### config.mk
export PLATFORM = sky130hd
export DESIGN_NAME = esp_serial_port
export DESIGN_NICKNAME = d
export VERILOG_FILES = /design/src/verilog/esp_pkg.sv /design/src/verilog/esp_serial_port.sv
export SDC_FILE = /design/constraint.sdc
export NUM_CORES = 1
export LEC_CHECK = 0
export BUFFER_PORTS_ARGS = -buffer_cell sky130_fd_sc_hd__buf_2
export CORE_AREA = 5 5 106 183
export DETAILED_ROUTE_END_ITERATION = 8
export DIE_AREA = 0 0 111 188
export PLACE_DENSITY = 0.76
export RECOVER_POWER = 50
export REMOVE_ABC_BUFFERS = 1
export SYNTH_ARGS = -nofsm -noshare
export SYNTH_HDL_FRONTEND = slang
export SYNTH_SLANG_ARGS = --single-unit
### constraint.sdc
create_clock -name pclk -period 3.26 [get_ports pclk]
set_clock_uncertainty 0.2 [all_clocks]
set_input_delay 0.163 -clock pclk [delete_from_list [all_inputs] [get_ports pclk]]
set_output_delay 0.163 -clock pclk [all_outputs]
set_load 0.02 [all_outputs]
### src/verilog/esp_pkg.sv
// constants for the enhanced serial port
package esp_pkg;
    // apb byte offsets
    localparam logic [7:0] OFS_CONTROL = 8'h00;
    localparam logic [7:0] OFS_BUFFER = 8'h04;
    localparam logic [7:0] OFS_TIMING = 8'h08;
    localparam logic [7:0] OFS_T2_RELOAD = 8'h0c;
    localparam logic [7:0] OFS_T2_CONTROL = 8'h10;
    localparam logic [7:0] OFS_ADDRESS = 8'h14;
    localparam logic [7:0] OFS_STATUS = 8'h18;
    // serial_control fields
    localparam int BIT_RX_DONE = 0;
    localparam int BIT_TX_DONE = 1;
    localparam int BIT_RX_NINTH = 2;
    localparam int BIT_TX_NINTH = 3;
    localparam int BIT_RX_ENABLE = 4;
    localparam int BIT_FILTER = 5;
    localparam int BIT_MODE_LO = 6;
    // timing register fields
    localparam int BIT_T1_CLOCK_SELECT = 8;
    localparam int BIT_DOUBLER = 9;
    // second_timer_control fields
    localparam int BIT_TX_TIMER_SELECT = 4;
    localparam int BIT_RX_TIMER_SELECT = 5;
    // status fields
    localparam int BIT_OVERRUN = 0;
    localparam int BIT_TX_BUSY = 1;
    localparam int BIT_RX_BUSY = 2;
    // reset values
    localparam logic [7:0] RESET_CONTROL = 8'h00;
    localparam logic [9:0] RESET_TIMING = 10'h000;
    localparam logic [15:0] RESET_T2_RELOAD = 16'h0000;
    localparam logic [7:0] RESET_T2_CONTROL = 8'h00;
    localparam logic [15:0] RESET_ADDRESS = 16'h0000;
    // modes
    localparam logic [1:0] MODE_SYNC = 2'h0;
    localparam logic [1:0] MODE_ASYNC8 = 2'h1;
    localparam logic [1:0] MODE_ASYNC9 = 2'h2;
    // timing counts in system clocks or baud ticks
    localparam logic [3:0] SYNC_DIV_LAST = 4'hb;
    localparam logic [3:0] SYNC_CLOCK_RISE = 4'h6;
    localparam logic [3:0] T1_PRESCALE_LAST = 4'hb;
    localparam logic [1:0] M2_DIV64_LAST = 2'h3;
    localparam logic [3:0] TICKS_LAST = 4'hf;
    localparam logic [3:0] TICKS_MID = 4'h7;
    localparam logic [2:0] BITS_LAST = 3'h7;
    localparam logic [7:0] T1_TOP = 8'hff;
    localparam logic [15:0] T2_TOP = 16'hffff;
    typedef enum logic [2:0] {
        TX_IDLE, TX_START, TX_DATA, TX_NINTH, TX_STOP, TX_SYNC
    } esp_tx_state_type;
    typedef enum logic [2:0] {
        RX_IDLE, RX_START, RX_DATA, RX_NINTH, RX_STOP, RX_SYNC, RX_SYNC_DONE
    } esp_rx_state_type;
endpackage

### src/verilog/esp_serial_port.sv
// enhanced serial port with apb register access
// Operation
// RULE1: buffer reads return receive register; buffer writes load transmit.
// RULE2: tx_done set when byte sent, rx_done set when byte arrives.
// RULE3: completion flags stay set until software clears them.
// RULE4: received byte held in buffer; overrun flagged on unread overwrite.
// RULE5: mode 0 shifts eight bits at system clock over 12, no framing.
// RULE6: mode 0 drives shift clock on out pin, data on in pin.
// RULE7: mode 0 buffer write sends eight bits lsb first, tx_done after.
// RULE8: mode 0 receive starts when rx enable is 1 and rx_done 0.
// RULE9: mode 0 rx_done set one cycle after eighth bit; then halt. Code restarts receive in the cycle rx_done is set and takes one more byte.
// RULE10: mode 0 in pin is open drain, never driven high.
// RULE11: mode 1 frame is start, eight data lsb first, stop.
// RULE12: modes 1 and 2 buffer write starts send; tx_done at stop start.
// RULE13: mode 1 loads if rx_done 0 and, filtering, stop is 1.
// RULE14: each timer rollover gives one baud clock.
// RULE15: transmit and receive choose their timer independently.
// RULE16: selected second timer runs as baud generator at clock over 2.
// RULE17: first timer baud is doubler-scaled over 32 of its overflow.
// RULE18: second timer baud is clock over 32 times reload span.
// RULE19: mode 2 frame adds ninth bit taken from tx_ninth_bit.
// RULE20: mode 2 stores ninth bit in rx_ninth_bit, ignores stop bit.
// RULE21: mode 2 loads if rx_done 0 and filter off or addressed.
// RULE22: mode 2 baud is clock over 64, or 32 with doubler.
// RULE23: address compared with slave address where mask bit is 1.
// RULE24: receiver starts on falling edge, sixteen ticks per bit.
// RULE25: start not low at mid-bit is dropped; back to idle.
//
// Decided for this implementation: the APB register port and the register addresses.
`timescale 1ns/10ps
`default_nettype none
module esp_serial_port (
    input wire logic pclk,
    input wire logic presetn,
    input wire logic psel,
    input wire logic penable,
    input wire logic pwrite,
    input wire logic [7:0] paddr,
    input wire logic [31:0] pwdata,
    output logic [31:0] prdata,
    output logic pready,
    output logic pslverr,
    output logic serial_out_pin,
    input wire logic serial_in_pin,
    output logic serial_in_out,
    output logic serial_in_oe
);
    import esp_pkg::*;

    logic [7:0] serial_control;
    logic [9:0] timing;
    logic [15:0] second_timer_reload;
    logic [7:0] second_timer_control;
    logic [7:0] slave_address;
    logic [7:0] slave_address_mask;
    logic [7:0] serial_buffer;
    logic overrun;
    logic rx_unread;
    logic [1:0] mode;
    logic baud_doubler;
    logic tx_timer_select;
    logic rx_timer_select;
    logic mapped;
    logic wr;
    logic rd;
    logic buffer_write;
    logic buffer_read;
    logic tx_done_set;
    logic rx_load;
    logic [7:0] rx_load_data;
    logic rx_load_ninth;
    logic [3:0] t1_pre;
    logic [7:0] t1_count;
    logic t1_ovf;
    logic t1_half;
    logic t1_baud;
    logic t2_pre;
    logic [15:0] t2_count;
    logic t2_ovf;
    logic [1:0] m2_count;
    logic m2_tick;
    logic tx_tick;
    logic rx_tick;
    logic [3:0] sync_phase;
    logic sync_bit_end;
    esp_tx_state_type tx_state;
    logic [7:0] tx_shift;
    logic tx_ninth;
    logic [3:0] tx_sub;
    logic [2:0] tx_count;
    esp_rx_state_type rx_state;
    logic [7:0] rx_shift;
    logic rx_ninth;
    logic [3:0] rx_sub;
    logic [2:0] rx_count;
    logic rx_s1;
    logic rx_s2;
    logic rx_s3;
    logic rx_level;
    logic rx_prev;
    logic addr_match;
    logic [31:0] next_prdata;

    assign mode = serial_control[BIT_MODE_LO +: 2];
    assign baud_doubler = timing[BIT_DOUBLER];
    assign tx_timer_select = second_timer_control[BIT_TX_TIMER_SELECT];
    assign rx_timer_select = second_timer_control[BIT_RX_TIMER_SELECT];

    // apb slave, zero wait states
    assign pready = 1'b1;
    assign mapped = (paddr == OFS_CONTROL) || (paddr == OFS_BUFFER) ||
        (paddr == OFS_TIMING) || (paddr == OFS_T2_RELOAD) ||
        (paddr == OFS_T2_CONTROL) || (paddr == OFS_ADDRESS) ||
        (paddr == OFS_STATUS);
    assign pslverr = psel && penable && !mapped;
    assign wr = psel && penable && pwrite && mapped;
    assign rd = psel && penable && !pwrite && mapped;
    assign buffer_write = wr && (paddr == OFS_BUFFER); // RULE1
    assign buffer_read = rd && (paddr == OFS_BUFFER); // RULE1

    always_comb begin
        next_prdata = 32'h00000000;
        unique case (paddr)
            OFS_CONTROL: next_prdata[7:0] = serial_control;
            OFS_BUFFER: next_prdata[7:0] = serial_buffer; // RULE1
            OFS_TIMING: next_prdata[9:0] = timing;
            OFS_T2_RELOAD: next_prdata[15:0] = second_timer_reload;
            OFS_T2_CONTROL: next_prdata[7:0] = second_timer_control;
            OFS_ADDRESS: next_prdata[15:0] = {slave_address_mask,
                slave_address};
            OFS_STATUS: begin
                next_prdata[BIT_OVERRUN] = overrun;
                next_prdata[BIT_TX_BUSY] = tx_state != TX_IDLE;
                next_prdata[BIT_RX_BUSY] = rx_state != RX_IDLE;
            end
            default: next_prdata = 32'h00000000;
        endcase
    end

    // read data captured in the setup cycle, valid in the access phase
    always_ff @(posedge pclk or negedge presetn) begin
        if (!presetn) begin
            prdata <= 32'h00000000;
        end else if (psel && !penable && !pwrite) begin
            prdata <= next_prdata;
        end
    end

    // serial_control: hardware sets win over software writes
    always_ff @(posedge pclk or negedge presetn) begin
        if (!presetn) begin
            serial_control <= RESET_CONTROL;
        end else begin
            if (wr && paddr == OFS_CONTROL) begin
                serial_control <= pwdata[7:0]; // RULE3
            end
            if (tx_done_set) begin
                serial_control[BIT_TX_DONE] <= 1'b1; // RULE2
            end
            if (rx_load) begin
                serial_control[BIT_RX_DONE] <= 1'b1; // RULE2
                serial_control[BIT_RX_NINTH] <= rx_load_ninth;
            end
        end
    end

    always_ff @(posedge pclk or negedge presetn) begin
        if (!presetn) begin
            timing <= RESET_TIMING;
            second_timer_reload <= RESET_T2_RELOAD;
            second_timer_control <= RESET_T2_CONTROL;
            slave_address <= RESET_ADDRESS[7:0];
            slave_address_mask <= RESET_ADDRESS[15:8];
        end else if (wr) begin
            if (paddr == OFS_TIMING) begin
                timing <= pwdata[9:0];
            end
            if (paddr == OFS_T2_RELOAD) begin
                second_timer_reload <= pwdata[15:0];
            end
            if (paddr == OFS_T2_CONTROL) begin
                second_timer_control <= pwdata[7:0];
            end
            if (paddr == OFS_ADDRESS) begin
                slave_address <= pwdata[7:0];
                slave_address_mask <= pwdata[15:8];
            end
        end
    end

    // receive holding register and overrun tracking
    always_ff @(posedge pclk or negedge presetn) begin
        if (!presetn) begin
            serial_buffer <= 8'h00;
            rx_unread <= 1'b0;
            overrun <= 1'b0;
        end else begin
            if (buffer_read) begin
                rx_unread <= 1'b0;
            end
            if (wr && paddr == OFS_STATUS && pwdata[BIT_OVERRUN]) begin
                overrun <= 1'b0;
            end
            if (rx_load) begin
                serial_buffer <= rx_load_data; // RULE4
                rx_unread <= 1'b1;
                if (rx_unread) begin
                    overrun <= 1'b1; // RULE4
                end
            end
        end
    end

    // first timer: 8-bit auto-reload, clock or clock over 12
    always_ff @(posedge pclk or negedge presetn) begin
        if (!presetn) begin
            t1_pre <= 4'h0;
            t1_count <= 8'h00;
            t1_half <= 1'b0;
        end else begin
            t1_pre <= (t1_pre == T1_PRESCALE_LAST) ? 4'h0 : t1_pre + 4'h1;
            if (timing[BIT_T1_CLOCK_SELECT] ||
                    t1_pre == T1_PRESCALE_LAST) begin // RULE17
                t1_count <= (t1_count == T1_TOP) ? timing[7:0] :
                    t1_count + 8'h01;
            end
            if (t1_ovf) begin
                t1_half <= !t1_half;
            end
        end
    end
    assign t1_ovf = (t1_count == T1_TOP) &&
        (timing[BIT_T1_CLOCK_SELECT] || t1_pre == T1_PRESCALE_LAST); // RULE14
    assign t1_baud = t1_ovf && (baud_doubler || t1_half); // RULE17

    // second timer: baud generator at clock over 2 while selected
    always_ff @(posedge pclk or negedge presetn) begin
        if (!presetn) begin
            t2_pre <= 1'b0;
            t2_count <= 16'h0000;
        end else if (tx_timer_select || rx_timer_select) begin // RULE16
            t2_pre <= !t2_pre;
            if (t2_pre) begin
                t2_count <= (t2_count == T2_TOP) ? second_timer_reload :
                    t2_count + 16'h0001;
            end
        end else begin
            t2_pre <= 1'b0;
        end
    end
    assign t2_ovf = (tx_timer_select || rx_timer_select) && t2_pre &&
        (t2_count == T2_TOP); // RULE14 RULE18

    // mode 2 fixed divider: tick at clock over 4 or over 2
    always_ff @(posedge pclk or negedge presetn) begin
        if (!presetn) begin
            m2_count <= 2'h0;
        end else begin
            m2_count <= m2_count + 2'h1;
        end
    end
    assign m2_tick = baud_doubler ? m2_count[0] :
        (m2_count == M2_DIV64_LAST); // RULE22
    assign tx_tick = (mode == MODE_ASYNC9) ? m2_tick :
        (tx_timer_select ? t2_ovf : t1_baud); // RULE15
    assign rx_tick = (mode == MODE_ASYNC9) ? m2_tick :
        (rx_timer_select ? t2_ovf : t1_baud); // RULE15

    // mode 0 bit timing: 12 clocks, shift clock low then high
    always_ff @(posedge pclk or negedge presetn) begin
        if (!presetn) begin
            sync_phase <= 4'h0;
        end else if (tx_state == TX_SYNC || rx_state == RX_SYNC) begin
            sync_phase <= sync_bit_end ? 4'h0 : sync_phase + 4'h1; // RULE5
        end else begin
            sync_phase <= 4'h0;
        end
    end
    assign sync_bit_end = sync_phase == SYNC_DIV_LAST;

    // transmitter
    always_ff @(posedge pclk or negedge presetn) begin
        if (!presetn) begin
            tx_state <= TX_IDLE;
            tx_shift <= 8'h00;
            tx_ninth <= 1'b0;
            tx_sub <= 4'h0;
            tx_count <= 3'h0;
            tx_done_set <= 1'b0;
        end else begin
            tx_done_set <= 1'b0;
            if (tx_tick) begin
                tx_sub <= tx_sub + 4'h1;
            end
            unique case (tx_state)
                TX_IDLE: begin
                    tx_count <= 3'h0;
                    tx_sub <= 4'h0;
                    tx_shift <= pwdata[7:0];
                    tx_ninth <= serial_control[BIT_TX_NINTH]; // RULE19
                    if (buffer_write && mode == MODE_SYNC &&
                            rx_state == RX_IDLE) begin
                        tx_state <= TX_SYNC; // RULE7
                    end else if (buffer_write && (mode == MODE_ASYNC8 ||
                            mode == MODE_ASYNC9)) begin
                        tx_state <= TX_START; // RULE12
                    end
                end
                TX_START: begin
                    if (tx_tick && tx_sub == TICKS_LAST) begin
                        tx_state <= TX_DATA;
                    end
                end
                TX_DATA: begin
                    if (tx_tick && tx_sub == TICKS_LAST) begin
                        tx_shift <= {1'b0, tx_shift[7:1]}; // RULE11
                        tx_count <= tx_count + 3'h1;
                        if (tx_count == BITS_LAST) begin
                            tx_state <= (mode == MODE_ASYNC9) ? TX_NINTH :
                                TX_STOP;
                            tx_done_set <= mode != MODE_ASYNC9; // RULE12
                        end
                    end
                end
                TX_NINTH: begin
                    if (tx_tick && tx_sub == TICKS_LAST) begin
                        tx_state <= TX_STOP;
                        tx_done_set <= 1'b1; // RULE12
                    end
                end
                TX_STOP: begin
                    if (tx_tick && tx_sub == TICKS_LAST) begin
                        tx_state <= TX_IDLE;
                    end
                end
                TX_SYNC: begin
                    if (sync_bit_end) begin
                        tx_shift <= {1'b0, tx_shift[7:1]}; // RULE7
                        tx_count <= tx_count + 3'h1;
                        if (tx_count == BITS_LAST) begin
                            tx_state <= TX_IDLE;
                            tx_done_set <= 1'b1; // RULE7
                        end
                    end
                end
            endcase
        end
    end

    // pins: out pin carries data, or the shift clock in mode 0
    always_ff @(posedge pclk or negedge presetn) begin
        if (!presetn) begin
            serial_out_pin <= 1'b1;
            serial_in_oe <= 1'b0;
        end else begin
            if (mode == MODE_SYNC) begin
                serial_out_pin <= !((tx_state == TX_SYNC ||
                    rx_state == RX_SYNC) &&
                    sync_phase < SYNC_CLOCK_RISE); // RULE6
            end else begin
                unique case (tx_state)
                    TX_START: serial_out_pin <= 1'b0;
                    TX_DATA: serial_out_pin <= tx_shift[0];
                    TX_NINTH: serial_out_pin <= tx_ninth;
                    default: serial_out_pin <= 1'b1;
                endcase
            end
            serial_in_oe <= (tx_state == TX_SYNC) && !tx_shift[0]; // RULE10
        end
    end
    assign serial_in_out = 1'b0; // RULE10

    // input pin synchroniser; level moves once stages 2 and 3 agree
    always_ff @(posedge pclk or negedge presetn) begin
        if (!presetn) begin
            rx_s1 <= 1'b1;
            rx_s2 <= 1'b1;
            rx_s3 <= 1'b1;
            rx_level <= 1'b1;
            rx_prev <= 1'b1;
        end else begin
            rx_s1 <= serial_in_pin;
            rx_s2 <= rx_s1;
            rx_s3 <= rx_s2;
            if (rx_s2 == rx_s3) begin
                rx_level <= rx_s3;
            end
            rx_prev <= rx_level;
        end
    end

    assign addr_match = ((rx_shift ^ slave_address) &
        slave_address_mask) == 8'h00; // RULE23

    // receiver
    always_ff @(posedge pclk or negedge presetn) begin
        if (!presetn) begin
            rx_state <= RX_IDLE;
            rx_shift <= 8'h00;
            rx_ninth <= 1'b0;
            rx_sub <= 4'h0;
            rx_count <= 3'h0;
            rx_load <= 1'b0;
            rx_load_data <= 8'h00;
            rx_load_ninth <= 1'b0;
        end else begin
            rx_load <= 1'b0;
            if (rx_tick) begin
                rx_sub <= rx_sub + 4'h1;
            end
            unique case (rx_state)
                RX_IDLE: begin
                    rx_sub <= 4'h0;
                    rx_count <= 3'h0;
                    if (mode == MODE_SYNC) begin
                        if (serial_control[BIT_RX_ENABLE] &&
                                !serial_control[BIT_RX_DONE] &&
                                tx_state == TX_IDLE && !buffer_write) begin
                            rx_state <= RX_SYNC; // RULE8
                        end
                    end else if ((mode == MODE_ASYNC8 ||
                            mode == MODE_ASYNC9) &&
                            serial_control[BIT_RX_ENABLE] &&
                            rx_prev && !rx_level) begin
                        rx_state <= RX_START; // RULE24
                    end
                end
                RX_START: begin
                    if (rx_tick && rx_sub == TICKS_MID) begin
                        rx_sub <= 4'h0;
                        rx_state <= rx_level ? RX_IDLE : RX_DATA; // RULE25
                    end
                end
                RX_DATA: begin
                    if (rx_tick && rx_sub == TICKS_LAST) begin
                        rx_shift <= {rx_level, rx_shift[7:1]}; // RULE24
                        rx_count <= rx_count + 3'h1;
                        if (rx_count == BITS_LAST) begin
                            rx_state <= (mode == MODE_ASYNC9) ? RX_NINTH :
                                RX_STOP;
                        end
                    end
                end
                RX_NINTH: begin
                    if (rx_tick && rx_sub == TICKS_LAST) begin
                        rx_ninth <= rx_level; // RULE20
                        rx_state <= RX_STOP;
                    end
                end
                RX_STOP: begin
                    if (rx_tick && rx_sub == TICKS_LAST) begin
                        rx_state <= RX_IDLE;
                        rx_load_data <= rx_shift;
                        if (mode == MODE_ASYNC9) begin
                            rx_load_ninth <= rx_ninth; // RULE20
                            rx_load <= !serial_control[BIT_RX_DONE] &&
                                (!serial_control[BIT_FILTER] ||
                                (rx_ninth && addr_match)); // RULE21
                        end else begin
                            rx_load_ninth <= rx_level; // RULE13
                            rx_load <= !serial_control[BIT_RX_DONE] &&
                                (!serial_control[BIT_FILTER] ||
                                rx_level); // RULE13
                        end
                    end
                end
                RX_SYNC: begin
                    if (sync_phase == SYNC_CLOCK_RISE) begin
                        rx_shift <= {rx_level, rx_shift[7:1]};
                    end
                    if (sync_bit_end) begin
                        rx_count <= rx_count + 3'h1;
                        if (rx_count == BITS_LAST) begin
                            rx_state <= RX_SYNC_DONE;
                        end
                    end
                end
                RX_SYNC_DONE: begin
                    rx_state <= RX_IDLE; // RULE9
                    rx_load <= 1'b1;
                    rx_load_data <= rx_shift;
                    rx_load_ninth <= serial_control[BIT_RX_NINTH];
                end
            endcase
        end
    end
endmodule
`default_nettype wire

==> metrics, run 1 <==
synth unique cells 73; GPL Wtd Cong 0.896; crit path max fanout 8; Buf+Inv Stages, Crit Path 1; Worst-Skew Late Latency 0.43 ns; failing checks max-capacitance violations, max-slew violations; largest delay contributor family on the critical path compound AO/OA/AOI/OAI gates; crit path kind reg -> reg; n_diodes 0; ys flop type dfrtp_1; area leader, netlist dfrtp_1; ys async rst share 100%; Data required, critical path 3.37 ns; CP endpoint kind register; Hold Violations, Final 0; GR Overflow Total 0; CTS tree yes; pwr/cell area 447 nW/um2; CP max stage cell or3_4; Final Critical Period 2.93 ns; Synth Register Bits 176; IO Port Bufs 48; type of origin of the critical path register; area grow syn2layout 15.3%; Tcrit/Tclk final 89.9%; RSZ-0062 raised after global routing false; Core ar. 17800 um2; Mapped Cells 807; Syn Std Cell Area 8680 um2; Largest stage delay, worst path 0.49 ns; uppermost routed layer met4; # IOs 83; clk slew on worst S/H paths 0.07 ns; final WL 21900 um; Tightest Hold Check Type in -> reg; total number of vias 6675; most common cell after layout, fill and taps aside dfrtp_1; Max Freq 341 MHz; met2 WL 11300 um; largest net degree at the start of global routing 76; setup_tns 0 ns; clk root buf clkbuf_16; WHS 0.118 ns; Met3 Wirelength 1090 um; run status complete, but fails checks; Final nets 949; average wire per standard cell 19.3 um; share of post-route cells with drive strength above 1 22.2%; most frequent cells in the layout dfrtp_1 (170), mux2_2 (85), nor2_1 (61); Ys Warns 0; Peak VDD IR 288 uV; Die Wd 111 um; post-route ant nets 0; syn_area_per_cell 10.8 um2; final setup violation count 0; setup bufs post-CTS 0; Initial Util 48.7%; 1st-pass router iterations 6; Slew Viols, Final 75; post-synth top area share 49.0%; Max Root-Sink Buffers 2; Slew HR -27.0%; Post-DP HPWL 16000 um; first-pass GRT wire length 35300 um; H-tree depth 4; DIE HEIGHT 188 um; P_leak 4.62 nW; cell row count 65; vias per inst 5.88; post-synthesis sequential area ratio 50.8%; die area 20900 um2; crit-path cells nand4_2 > or3_4 > o41ai_4 > o21ai_2 > o31ai_4 > buf_4 > mux2_2; number of synthesized flops with an enable pin 0; total track usage 21.3%; 1st-iter DRT viols 556; Metal-1 WL 8050 um; vias in the first global route 6750; CP Data Arrival Time 3.04 ns; drt drc 0; Worst Max-Slew Pin Slew 1.90 ns; CTS sink count 176; Num CTS Buffers 17; initial antenna violation count 0; number of max-cap violations 1; main area contributors after synthesis dfrtp_1 (49%), mux2_2 (11%), a21oi_1 (2.8%), nor2_1 (2.6%), nand2_1 (2.5%)
[power by group]
group          switching [mW]  internal, mW  leakage (nW)
Combinational           0.178        0.0746          2.01
Sequential             0.0246          2.22          2.33
Clock                   0.893          1.08         0.279
Total                    1.10          3.38          4.62
[flip-flops by register name (all words and copies together), names as in the netlist, 8 cells and up]
name,flops
prdata,16
second_timer_reload,16
t2_count,16
timing,10
rx_load_data,8
rx_shift,8
second_timer_control,8
serial_buffer,8
serial_control,8
slave_address,8
slave_address_mask,8
t1_count,8
tx_shift,8
[final timing paths]
check | start | to | slack (ns) | cells after the start
setup reg to reg | t2_count[6]$_DFFE_PN0P_ | rx_shift[2]$_DFFE_PN0P_ | 0.33 | 7
hold / removal | penable | prdata[13]$_DFFE_PN0P_ | 0.12 | 4
min in group asynchronous | presetn | tx_count[1]$_DFFE_PN0P_ | 0.56 | 2
setup / recovery | t2_count[6]$_DFFE_PN0P_ | rx_shift[2]$_DFFE_PN0P_ | 0.33 | 7
max in group asynchronous | presetn | t2_count[2]$_DFFE_PN0P_ | 0.86 | 3
hold reg to reg | rx_s1$_DFF_PN1_ | rx_s2$_DFF_PN1_ | 0.16 | 0
[final cells by class]
cell class                 count  area (um2)
clock buffer                  18         439
clock inverter                14         129
fill                        1511        7810
inverter                      21        78.8
multi-input combinational    573        3980
sequential                   176        4410
tap                          234         293
timing repair buffer         100         671
[timing repair]
| item | CTS | global route |
|---|---|---|
| resized for setup | 0 | 0 |
| endpoints found under the hold margin | 140 | 0 |
| setup endpoints to repair | 0 | 0 |
| hold buffers | 22 | 0 |
[worst reg2reg max path, stage by stage (launching register included)]
cell and delay [ns]:
dfrtp_1 0.45, nand4_2 0.20, or3_4 0.49, o41ai_4 0.46, o21ai_2 0.21, o31ai_4 0.23
buf_4 0.21, mux2_2 0.36
[per-stage QoR]
step	power [mW]	cells	worst slack (ns)	util (%)	instance area [um2]
after floorplan	2.39	770	0.285	-	8460
after global placement	2.53	1082	0.436	51.9	9250
after detailed placement	2.53	1082	0.375	51.9	9250
after CTS	4.52	1136	0.350	56.3	10000
after global routing	4.64	1136	0.221	56.2	10000
final	4.47	1136	0.331	56.2	10000
[synth_stat cells (10+ instances only)]
master    instances
nor3_1           20
a22oi_1          24
ha_1             14
buf_4            18
a21oi_1          48
nand3_1          22
o21ai_0          36
a31oi_1          13
nand2_1          58
and3_1           11
mux2_2           85
nand2b_1         10
xor2_1           13
nor2_1           61
clkbuf_1         27
mux2i_1          15
dfrtp_1         170
inv_1            20
[per-layer routing]
layer  vias to the layer above  track usage, %
met3                        72            3.91
met1                      3297            23.8
met5                         -               0
met2                       233            37.3
li1                       3073               -
met4                         0            13.4
[cells by family (layout without fill, tap and decap cells)]
| family | count (synthesis) | in the layout | share of synthesized area [%] |
|---|---|---|---|
| buffers and inverters | 74 | 153 | 4.10 |
| XOR/XNOR | 16 | 16 | 1.62 |
| AND/OR/NAND/NOR | 235 | 235 | 13.7 |
| adder cells (fa/ha/maj) | 15 | 15 | 2.13 |
| flip-flops | 176 | 176 | 50.8 |
| multiplexers | 100 | 100 | 12.8 |
| other | 2 | 18 | 0.0865 |
| AO/OA/AOI/OAI | 189 | 189 | 14.8 |
Power figures use the tool's default switching activity.
==> inputs of run 2 (changes only) <==
--- a/config.mk
+++ b/config.mk
@@ -6,10 +6,10 @@
 export NUM_CORES = 1
 export LEC_CHECK = 0
 export BUFFER_PORTS_ARGS = -buffer_cell sky130_fd_sc_hd__buf_2
-export CORE_AREA = 5 5 106 183
+export CORE_AREA = 5 5 97 168
 export DETAILED_ROUTE_END_ITERATION = 8
-export DIE_AREA = 0 0 111 188
-export PLACE_DENSITY = 0.76
+export DIE_AREA = 0 0 102 173
+export PLACE_DENSITY = 0.87
 export RECOVER_POWER = 50
 export REMOVE_ABC_BUFFERS = 1
 export SYNTH_ARGS = -nofsm -noshare
==> run 2 against run 1 <==
The flow still finishes with violations (max-capacitance violations, max-slew violations); via count grew 4.8%; highest routed layer unchanged; hold slack got worse by 0.096 ns; combinational power increased by 2%; largest cell class unchanged; clock-buffer cell count fell by 1; clock power increased by 4%; wire length increased by 5.3%; sequential power barely moved; flip-flop and latch count unchanged; register-to-register slack worse by 0.18 ns; design area decreased by 0.83%; first-iteration DRC count is 17% higher.
==> metrics, run 2 (synthesis gave the netlist of run 1 again) <==
Core ar. 14700 um2 (-18%); Post-CTS Resized 0 (unchanged); vias per inst 6.47 (+10%); P_leak 4.61 nW (-0.23%); most common cell after layout, fill and taps aside dfrtp_1; Slew HR -38.8% (-12 points); H-tree depth 4 (unchanged); Max Root-Sink Buffers 2 (unchanged); die area 17600 um2 (-15%); setup bufs post-CTS 0 (unchanged); number of max-cap violations 1 (unchanged); area grow syn2layout 14.3%; final setup violation count 0 (unchanged); vias in the first global route 7098 (+5.2%); run status complete, but fails checks; share of post-route cells with drive strength above 1 21.8% (-0.37 points); Slew Viols, Final 85 (+13%); CP endpoint kind register; initial antenna violation count 0 (unchanged); Worst Max-Slew Pin Slew 2.08 ns (+0.177 ns); Max Freq 322 MHz (-5.8%); CTS sink count 176 (unchanged); CTS tree yes; crit path kind reg -> reg; Hold Violations, Final 0 (unchanged); final WL 23100 um (+5.3%); pwr/cell area 460 nW/um2 (+2.7%); Tcrit/Tclk final 95.4% (+5.5 points); CP Data Arrival Time 3.28 ns (+0.24 ns); drt drc 0 (unchanged); Data required, critical path 3.43 ns (+0.06 ns); setup_tns 0 ns (unchanged); 1st-pass router iterations 5 (-1); Tightest Hold Check Type in -> reg; IO Port Bufs 48 (unchanged); Worst-Skew Late Latency 0.44 ns (about the same); largest net degree at the start of global routing 85 (+12%); Area after DPL 9160 um2 (-0.91%); first-pass GRT wire length 37000 um (+4.8%); pre-CTS setup slack 0.368 ns (-0.00679 ns); Initial Util 59.1% (+10 points); Peak VDD IR 386 uV (+34%); Die Wd 102 um (-8.1%); DIE HEIGHT 173 um (-8.0%); average wire per standard cell 21.3 um (+11%); total number of vias 6997 (+4.8%); most frequent cells in the layout dfrtp_1 (170), mux2_2 (85), nor2_1 (61); crit path max fanout 8 (unchanged); clk root buf clkbuf_16; 1st-iter DRT viols 649 (+17%); hold_buf cts 20 (-9.1%); Post-DP HPWL 15600 um (-2.3%); RSZ-0062 raised after global routing false; # IOs 83 (unchanged); Num CTS Buffers 17 (unchanged); GPL Wtd Cong 0.960 (+7.1%); Final WS setup 0.150 ns (-0.181 ns); Final Critical Period 3.11 ns (+0.181 ns); failing checks max-capacitance violations, max-slew violations; total track usage 26.9% (+5.5 points); post-route ant nets 0 (unchanged); GR Overflow Total 0 (unchanged); cell row count 59 (-9.2%); type of origin of the critical path register; clk slew on worst S/H paths 0.07 ns (about the same); n_diodes 0 (unchanged); fin area 9920 um2 (-0.83%); Final nets 946 (-0.32%); Top Registers prdata x16, second_timer_reload x16, t2_count x16
==> run 2: where the power goes <==
group	internal, mW	total [mW]	switching (mW)
logic	0.0717	0.256	0.184
clock network	1.10	2.06	0.960
registers	2.22	2.24	0.0236
==> run 2: final timing paths <==
check / end / cells after the start / start / slack (ns)
max: tx_state[1]$_DFFE_PN0P_ / 8 / t1_pre[0]$_DFF_PN0_ / 0.15
min: prdata[0]$_DFFE_PN0P_ / 3 / paddr[3] / 0.02
max reg2reg: tx_state[1]$_DFFE_PN0P_ / 8 / t1_pre[0]$_DFF_PN0_ / 0.15
min reg2reg: rx_s2$_DFF_PN1_ / 0 / rx_s1$_DFF_PN1_ / 0.16
max in group asynchronous: second_timer_reload[11]$_DFFE_PN0P_ / 3 / presetn / 0.58
min in group asynchronous: serial_in_oe$_DFF_PN0_ / 2 / presetn / 0.64
==> run 2: stage by stage <==
| step | util [%] | total power [mW] | cells | hold slack (ns) |
|---|---|---|---|---|
| 6_report | 67.5 | 4.56 | 1082 | 0.0221 |
| 5_1_grt | 67.5 | 4.68 | 1082 | 0.0473 |
| 4_1_cts | 67.8 | 4.58 | 1082 | 0.00777 |
| 3_5_place_dp | 62.4 | 2.53 | 1030 | 0.0624 |
| 3_3_place_gp | 62.4 | 2.52 | 1030 | 0.0586 |
| 2_1_floorplan | - | 2.39 | 770 | -0.333 |
==> run 2: layer usage <==
layer	GRT usage (%)	part of all wire, %
met3	5.08	6.7
met1	30.3	35
met4	15.5	6.8
met5	0	0
met2	46.1	51
==> run 2: critical path: stages, from the launching register on <==
cell and delay, ns:
dfrtp_1 0.39, ha_1 0.19, nor2b_1 0.25, a21oi_1 0.22, buf_4 0.21, nor4_1 0.67
nor2_1 0.30, or4_1 0.53, nand3_1 0.08
==> run 2: final cells by class <==
class,count,area (um2)
Fill cell,1030,4770
Sequential cell,176,4410
Multi-Input combinational cell,573,3980
Timing Repair Buffer,97,623
Clock buffer,17,425
Tap cell,183,229
Clock inverter,15,171
Inverter,21,78.8
